<file path="src/rtl/ovmg_pkg.sv">
package ovmg_pkg;
   // number of valve feedback monitors mapped onto the one output
   localparam int          NUM_MON        = 2;
   localparam int          CLK_HZ         = 100_000_000;
   // 1 ms tick from the 100 MHz clock
   localparam int          TICK_US        = 1000;
   localparam int          TICK_CYC       = CLK_HZ / 1_000_000 * TICK_US;
   localparam int          TICK_W         = 17;
   // valve-monitor timeout: base plus step * setting, all in ms
   localparam int          VMT_MIN_MS     = 100;
   localparam int          VMT_MAX_MS     = 5000;
   localparam int          VMT_STEP_MS    = 50;
   localparam int          VMT_SEL_W      = 7;
   localparam logic [6:0]  VMT_SEL_MAX    = 7'((VMT_MAX_MS - VMT_MIN_MS) / VMT_STEP_MS);
   localparam logic [6:0]  VMT_SEL_RST    = 7'h00;
   localparam int          MS_W           = 13;
   // off-delay length in ms
   localparam int          DLY_W          = 16;

   typedef enum logic [1:0] {
      OVMG_CANCEL_KEEP_ON  = 2'b00,
      OVMG_CANCEL_TURN_OFF = 2'b01,
      OVMG_CANCEL_CTRL_IN  = 2'b10
   } ovmg_cancel_t;

   typedef enum logic [1:0] {
      OVMG_ST_OFF     = 2'b00,
      OVMG_ST_ON      = 2'b01,
      OVMG_ST_DELAY   = 2'b10,
      OVMG_ST_LOCKOUT = 2'b11
   } ovmg_state_t;

   function automatic logic [MS_W-1:0] ovmg_timeout_ms(input logic [VMT_SEL_W-1:0] sel);
      logic [VMT_SEL_W-1:0] s;
      s = (sel > VMT_SEL_MAX) ? VMT_SEL_MAX : sel;
      return MS_W'(VMT_MIN_MS) + MS_W'(s) * MS_W'(VMT_STEP_MS);
   endfunction
endpackage

</file>
<file path="src/rtl/ovmg_valve_mon.sv">
`timescale 1ns/1ps
module ovmg_valve_mon
   import ovmg_pkg::*;
(
   // clock and reset
   input  wire logic                 clk,
   input  wire logic                 srst,
   input  wire logic                 tick_ms,
   // configuration
   input  wire logic [VMT_SEL_W-1:0] timeout_sel,
   // output state and feedback
   input  wire logic                 out_on,
   input  wire logic                 feedback,
   // results
   output logic                      satisfied,
   output logic                      fault
);
   logic [MS_W-1:0] cnt;
   logic [MS_W-1:0] next_cnt;
   logic            running;
   logic            next_running;
   logic            out_on_d;
   logic            next_out_on_d;
   logic            next_fault;

   always_comb begin
      next_cnt      = cnt;
      next_running  = running;
      next_out_on_d = out_on;
      next_fault    = 1'b0;
      // timer on switch-off
      if (out_on_d && !out_on) begin
         next_running = 1'b1;
         next_cnt     = '0;
      end else if (running) begin
         if (feedback) begin
            next_running = 1'b0;
         end else if (tick_ms) begin
            next_cnt = MS_W'(cnt + 1'b1);
            if (next_cnt >= ovmg_timeout_ms(timeout_sel)) begin
               next_running = 1'b0;
               next_fault   = 1'b1;
            end
         end
      end
   end

   always_ff @(posedge clk) begin
      if (srst) begin
         cnt      <= '0;
         running  <= 1'b0;
         out_on_d <= 1'b0;
         fault    <= 1'b0;
      end else begin
         cnt      <= next_cnt;
         running  <= next_running;
         out_on_d <= next_out_on_d;
         fault    <= next_fault;
      end
   end

   // feedback high before turn-on
   // raw level: the timer flag clears a cycle late and would lock out a good valve
   assign satisfied = feedback;
endmodule

</file>
<file path="src/rtl/ovmg_gate.sv">
`timescale 1ns/1ps
// Functional notes
// off starts monitor timer; late feedback locks out
// turn-on with low feedback locks out; with cfg_manual_reset low the code only holds the output off
// timeout 100 ms to 5 s, 50 ms steps
// every mapped monitor must be satisfied
// quick stop-run waits for feedback
// on/off command acts only when inputs run
// on/off command single channel, high runs
// unmapped on/off drives status output alone
// mute waits for mute enable run
// mute enable single channel level
// keep-on cancel holds delayed output on
// turn-off cancel drops output at once
// control-input return keeps output on
// delay-in-progress status while cancel effective
// manual reset holds off until reset
// non-monitored reset turns output on immediately
// lockout holds off until valid reset
module ovmg_gate
   import ovmg_pkg::*;
(
   // clock and reset
   input  wire logic                         clk,
   input  wire logic                         srst,
   // configuration
   input  wire logic [NUM_MON*VMT_SEL_W-1:0] cfg_timeout_sel,
   input  wire logic [NUM_MON-1:0]           cfg_mon_en,
   input  wire logic                         cfg_onoff_mapped,
   input  wire logic                         cfg_mute_en_used,
   input  wire logic                         cfg_manual_reset,
   input  wire logic [1:0]                   cfg_cancel_type,
   input  wire logic [DLY_W-1:0]             cfg_off_delay_ms,
   // field inputs
   input  wire logic                         safety_run,
   input  wire logic [NUM_MON-1:0]           valve_feedback_monitor,
   input  wire logic                         onoff_cmd,
   input  wire logic                         mute_enable,
   input  wire logic                         mute_request,
   input  wire logic                         reset_in,
   input  wire logic                         cancel_delay,
   // outputs
   output logic                              safety_out,
   output logic                              delay_in_progress,
   output logic                              onoff_status,
   output logic                              mute_active,
   output logic                              lockout
);
   ovmg_state_t         state;
   ovmg_state_t         next_state;
   logic [TICK_W-1:0]   div;
   logic [TICK_W-1:0]   next_div;
   logic                tick;
   logic                next_tick;
   logic [DLY_W-1:0]    dly;
   logic [DLY_W-1:0]    next_dly;
   logic                armed;
   logic                next_armed;
   logic                reset_d;
   logic                next_delay_ip;
   logic                next_onoff_st;
   logic                next_mute;
   logic                out_on;
   logic [NUM_MON-1:0]  mon_ok;
   logic [NUM_MON-1:0]  mon_fault;
   logic                all_ok;
   logic                any_fault;
   logic                run_ok;
   logic                reset_edge;

   always_comb begin
      next_tick = 1'b0;
      next_div  = TICK_W'(div + 1'b1);
      if (div == TICK_W'(TICK_CYC - 1)) begin
         next_div  = '0;
         next_tick = 1'b1;
      end
   end

   always_ff @(posedge clk) begin
      if (srst) begin
         div  <= '0;
         tick <= 1'b0;
      end else begin
         div  <= next_div;
         tick <= next_tick;
      end
   end

   // one monitor per feedback input, mapped or not; cfg_mon_en masks them below
   for (genvar i = 0; i < NUM_MON; i++) begin : g_mon
      ovmg_valve_mon u_mon (
         .clk         (clk),
         .srst        (srst),
         .tick_ms     (tick),
         // per-monitor timeout setting
         .timeout_sel (cfg_timeout_sel[i*VMT_SEL_W +: VMT_SEL_W]),
         .out_on      (out_on),
         .feedback    (valve_feedback_monitor[i]),
         .satisfied   (mon_ok[i]),
         .fault       (mon_fault[i])
      );
   end

   // all monitors enabled in cfg_mon_en must agree
   assign all_ok    = &(mon_ok | ~cfg_mon_en);
   assign any_fault = |(mon_fault & cfg_mon_en);
   // command qualifies run when mapped
   assign run_ok    = safety_run && (onoff_cmd || !cfg_onoff_mapped);
   assign reset_edge = reset_in && !reset_d;
   assign out_on    = (state == OVMG_ST_ON) || (state == OVMG_ST_DELAY);

   always_comb begin
      next_state    = state;
      next_dly      = dly;
      next_armed    = armed;
      next_delay_ip = 1'b0;
      unique case (state)
         OVMG_ST_OFF: begin
            // manual reset required after stop
            if (run_ok && (armed || (cfg_manual_reset && reset_in))) begin
               // feedback checked at turn-on
               if (!all_ok && !armed) begin
                  next_state = OVMG_ST_LOCKOUT;
               end else if (all_ok) begin
                  next_state = OVMG_ST_ON;
               end
            end
            if (!cfg_manual_reset) begin
               next_armed = 1'b1;
            end else if (!run_ok) begin
               next_armed = 1'b0;
            end else if (reset_in) begin
               // level reset turns on immediately
               next_armed = 1'b1;
            end
         end
         OVMG_ST_ON: begin
            if (!run_ok) begin
               next_armed = !cfg_manual_reset;
               next_dly   = cfg_off_delay_ms;
               next_state = (cfg_off_delay_ms == '0) ? OVMG_ST_OFF : OVMG_ST_DELAY;
            end
         end
         OVMG_ST_DELAY: begin
            next_delay_ip = 1'b1;
            if (tick) begin
               next_dly = DLY_W'(dly - 1'b1);
            end
            unique case (cfg_cancel_type)
               // cancel keeps output on
               OVMG_CANCEL_KEEP_ON: begin
                  if (cancel_delay) begin
                     next_state = OVMG_ST_ON;
                  end
               end
               // cancel drops output now
               OVMG_CANCEL_TURN_OFF: begin
                  if (cancel_delay) begin
                     next_state = OVMG_ST_OFF;
                  end
               end
               // input returns before end
               OVMG_CANCEL_CTRL_IN: begin
                  if (run_ok) begin
                     next_state = OVMG_ST_ON;
                  end
               end
               default: begin
               end
            endcase
            if (next_state == OVMG_ST_DELAY && tick && dly <= DLY_W'(1)) begin
               next_state = OVMG_ST_OFF;
            end
            if (next_state != OVMG_ST_DELAY) begin
               next_delay_ip = 1'b0;
            end
         end
         OVMG_ST_LOCKOUT: begin
            // only a reset with feedback good clears
            next_armed = 1'b0;
            if (reset_edge && all_ok) begin
               next_state = OVMG_ST_OFF;
            end
         end
      endcase
      // late feedback forces lockout
      if (any_fault) begin
         next_state    = OVMG_ST_LOCKOUT;
         next_delay_ip = 1'b0;
      end
   end

   // status follows command even if unmapped
   assign next_onoff_st = onoff_cmd;
   // mute gated by enable level
   assign next_mute = mute_request && (mute_enable || !cfg_mute_en_used);

   always_ff @(posedge clk) begin
      if (srst) begin
         state             <= OVMG_ST_OFF;
         dly               <= '0;
         armed             <= 1'b0;
         reset_d           <= 1'b0;
         safety_out        <= 1'b0;
         delay_in_progress <= 1'b0;
         onoff_status      <= 1'b0;
         mute_active       <= 1'b0;
         lockout           <= 1'b0;
      end else begin
         state             <= next_state;
         dly               <= next_dly;
         armed             <= next_armed;
         reset_d           <= reset_in;
         safety_out        <= (next_state == OVMG_ST_ON) || (next_state == OVMG_ST_DELAY);
         // status during cancel window
         delay_in_progress <= next_delay_ip;
         onoff_status      <= next_onoff_st;
         mute_active       <= next_mute;
         lockout           <= (next_state == OVMG_ST_LOCKOUT);
      end
   end
endmodule

</file>
<file path="config.mk">
export PLATFORM = sky130hd
export DESIGN_NAME = ovmg_gate
export DESIGN_NICKNAME = d
export VERILOG_FILES = /design/src/rtl/ovmg_pkg.sv /design/src/rtl/ovmg_valve_mon.sv /design/src/rtl/ovmg_gate.sv
export SDC_FILE = /design/constraint.sdc
export NUM_CORES = 1
export LEC_CHECK = 0
export ABC_AREA = 1
export BUFFER_PORTS_ARGS = -buffer_cell sky130_fd_sc_hd__buf_2
export CAP_MARGIN = 20
export CORE_ASPECT_RATIO = 1.4
export CORE_MARGIN = 2
export CORE_UTILIZATION = 40
export CTS_BUF_LIST = sky130_fd_sc_hd__clkbuf_4 sky130_fd_sc_hd__clkbuf_8
export DETAILED_ROUTE_END_ITERATION = 10
export GPL_TIMING_DRIVEN = 0
export SLEW_MARGIN = 40
export SYNTH_ARGS = -nofsm -noshare
export SYNTH_HDL_FRONTEND = slang
export SYNTH_HIERARCHICAL = 1
export SYNTH_SLANG_ARGS = --single-unit
</file>
<file path="constraint.sdc">
create_clock -name clk -period 4.7 [get_ports clk]
set_input_delay 0.94 -clock clk [delete_from_list [all_inputs] [get_ports clk]]
set_output_delay 0.94 -clock clk [all_outputs]
set_load 0.02 [all_outputs]
</file>
==> results.sh <==
export IMPL_critPathKind="input port to flop"
export IMPL_max_cap_viol_count=0
export IMPL_dp_hpwl_mm=11.3
export IMPL_syn_avg_cell_area_sq_um=6.63
export IMPL_seq_area_frac_synth=0.230
export IMPL_grt_pass1_vias=5833
export IMPL_syn_inst=987
export IMPL_drt_wl_total_mm=14.2
export IMPL_r2r_start="g_mon[1].u_mon/cnt[0]"
export IMPL_drive_above_1_share=0.155
export IMPL_dieWidth_um=112
export IMPL_clock_sinks=75
export IMPL_worstRegToRegCells=16
export IMPL_antennaDiodeCount=0
export IMPL_cts_made_buffers=9
export IMPL_hold_viol=0
export IMPL_clock_latency_ns=0.35
export IMPL_worst_slack_ns=0.286
export IMPL_viasPerCell=4.84
export IMPL_dieHeight_um=155
export IMPL_critical_path_startpoint="cfg_timeout_sel[4]"
export IMPL_ys_warn_count=6
export IMPL_setup_viol=0
export IMPL_rrSetupSlack_ns=2.33
export IMPL_status="completed"
export IMPL_met1_usage=0.191
export IMPL_critPathBufInv=3
export IMPL_dpl_cell_area_sq_um=7050
export IMPL_drt_iter0_drc=295
export IMPL_cp_max_fo=5
export IMPL_grt_util_all_layers=0.164
export IMPL_critPathMaxStageDelay_ns=0.53
export IMPL_final_common_cell="nand2_1"
export IMPL_synth_cell_types=44
export IMPL_cts_tree="yes"
export IMPL_grt_max_degree=13
export IMPL_fin_crit_sh=0.939
export IMPL_wl_per_cell_um=11.3
export IMPL_cp_depth=28
export IMPL_ys_ff_latch=75
export IMPL_clock_path_buffers=2
export IMPL_min_period_ns=4.41
export IMPL_fin_area_sq_um=7480
export IMPL_hp_class="flop to flop"
export IMPL_synth_area_sq_um=6540
export IMPL_cp_endpoint="g_mon[0].u_mon/running"
export IMPL_die_area_sq_um=17400
export IMPL_cp_slowest_cell="fa_1"
export IMPL_grt_busiest_layer="met2"
export IMPL_place_ws_ns=-0.458
export IMPL_fmax_mhz=227
export IMPL_rows=55
export IMPL_met2_usage=0.309
export IMPL_final_cell_mix="232 x nand2_1, 154 x inv_1, 91 x nor2_1"
export IMPL_dr_total_vias=6083
export IMPL_ant_nets=0
export IMPL_ios=52
export IMPL_cp_end_kind="flop"
export IMPL_final_util=0.465
export IMPL_coreArea_sq_um=16100
export IMPL_synth_edf_count=0
export IMPL_p_per_area_nw_per_um2=369
export IMPL_vdd_drop_max_mv=0.250
export IMPL_p_total_mw=2.76
export IMPL_crit_required_ns=4.98
export IMPL_num_nets_final=1187
export IMPL_dr_pass1_iters=4
export IMPL_worst_slew_pin_slew_ns=0.589
export IMPL_synthArstFlopShare=0
export IMPL_grt_overflow_total=0
export IMPL_slew_violations=0
export IMPL_startpoint_type="input port"
export IMPL_leakagePower_nw=3.84
export IMPL_port_buffers=51
export IMPL_use_met3=0.0195
export IMPL_cts_clk_slew_worst_paths_ns=0.08
export IMPL_cpMostUsedCell="nand2_1"
export IMPL_cp_top_family="simple AND/OR/NAND/NOR gates"
export IMPL_syn_nets=1122
export IMPL_htree_levels=3
export IMPL_area_growth_pct=14.4
export IMPL_globalplace_congestion=0.839
export IMPL_start_util=0.406
export IMPL_ys_flop_type="dfxtp_1"
export IMPL_worstReg2RegEnd="g_mon[1].u_mon/running"
export IMPL_slew_headroom=0.608
export IMPL_antenna_found_initial=0
export IMPL_clock_skew_ns=0.00993
export IMPL_drc=0
export IMPL_grt_pass1_wl_mm=24.4
export IMPL_arrival_ns=4.69
export IMPL_cts_root_buf="clkbuf_8"
## state kept, by name (all words and copies together) (netlist names), 2 cells and up
register,flops
g_mon.u_mon/cnt,26
g_mon.u_mon/running,2
state,2
g_mon.u_mon/out_on_d,2
div,17
dly,16
g_mon.u_mon/fault,2
## power breakdown
group,total [mW],switching [mW],leakage [nW],internal (mW)
combinational,1.47,0.895,3.12,0.579
clock,0.521,0.241,0.110,0.280
sequential,0.764,0.0596,0.608,0.705
## per-layer routing
metal  vias up  share of wire
met5         -              0
met4         0          0.014
met3        12          0.029
met2        84           0.50
met1      2704           0.46
li1       3283              -
## metrics by stage
step           instances  hold slack, ns  setup TNS (ns)
2_1_floorplan        987           0.429               0
3_3_place_gp        1237           0.444           -1.39
3_5_place_dp        1237           0.453           -1.44
4_1_cts             1253           0.469               0
5_1_grt             1256           0.506         -0.0214
6_report            1256           0.465               0
## cells in the mapped netlist, drive strengths merged, types with 2 or more instances
cell type  instances  area [sq um]
a21o               3          22.5
fa                 4          80.1
clkbuf             7          26.3
xnor2              7          61.3
buf               11          68.8
nand3             56           305
nor4               2          12.5
dfxtp             75          1500
o211ai             3          22.5
or2                4          25.0
o21ai             47           235
a211oi             3          22.5
inv              165           619
a21oi             74           370
xor2              35           322
nor3b              3          22.5
o22ai              2          12.5
nor3              14          96.4
nand4             18           113
ha                84          1050
nor2             115           499
nand2            243           942
nand3b             6          61.3
## worst min-delay path by stage
stage / depth (start not counted) / end / slack (ns) / startpoint
finish: 1 / div[0] / 0.46 / div[0]
global route: 2 / dly[14] / 0.51 / dly[14]
CTS: 2 / g_mon[1].u_mon/running / 0.47 / g_mon[1].u_mon/out_on_d
detailed placement: 1 / div[0] / 0.45 / div[0]
global placement: 1 / div[0] / 0.44 / div[0]
floorplan: 1 / div[0] / 0.43 / div[0]
## timing repair
| item | in CTS | in global routing |
|---|---|---|
| cloned | 0 | 0 |
| hold buffers | 0 | 0 |
| pin swaps | 0 | 15 |
| setup endpoints to repair | 2 | 4 |
| resized for setup | 3 | 38 |
| setup buffers | 0 | 3 |
## final cells by class
class	instances	area [sq um]
Fill cell	1734	8620
Multi-Input combinational cell	728	4530
Sequential cell	75	1500
Inverter	166	623
Timing Repair Buffer	54	278
Tap cell	199	249
Clock buffer	12	159
Buffer	18	95.1
Clock inverter	4	48.8
## worst register-to-register path, stage by stage, from the launching register on
cell	delay (ns)
dfxtp_1	0.40
ha_1	0.20
nand2_1	0.08
nor2_2	0.17
nand2_1	0.11
nor2_1	0.12
xor2_1	0.24
ha_1	0.28
nand2_1	0.07
inv_1	0.04
nand2_1	0.09
nor2_1	0.06
a21oi_1	0.12
nand2_1	0.10
nand2_1	0.07
nand2_1	0.06
a21oi_2	0.10
## cell families after synthesis
group	synth area share
simple gates	0.318
xor+xnor	0.0585
flops	0.230
compound gates	0.112
fa+ha+maj	0.173
buf+inv	0.110
(Power assumes the default switching activity.)
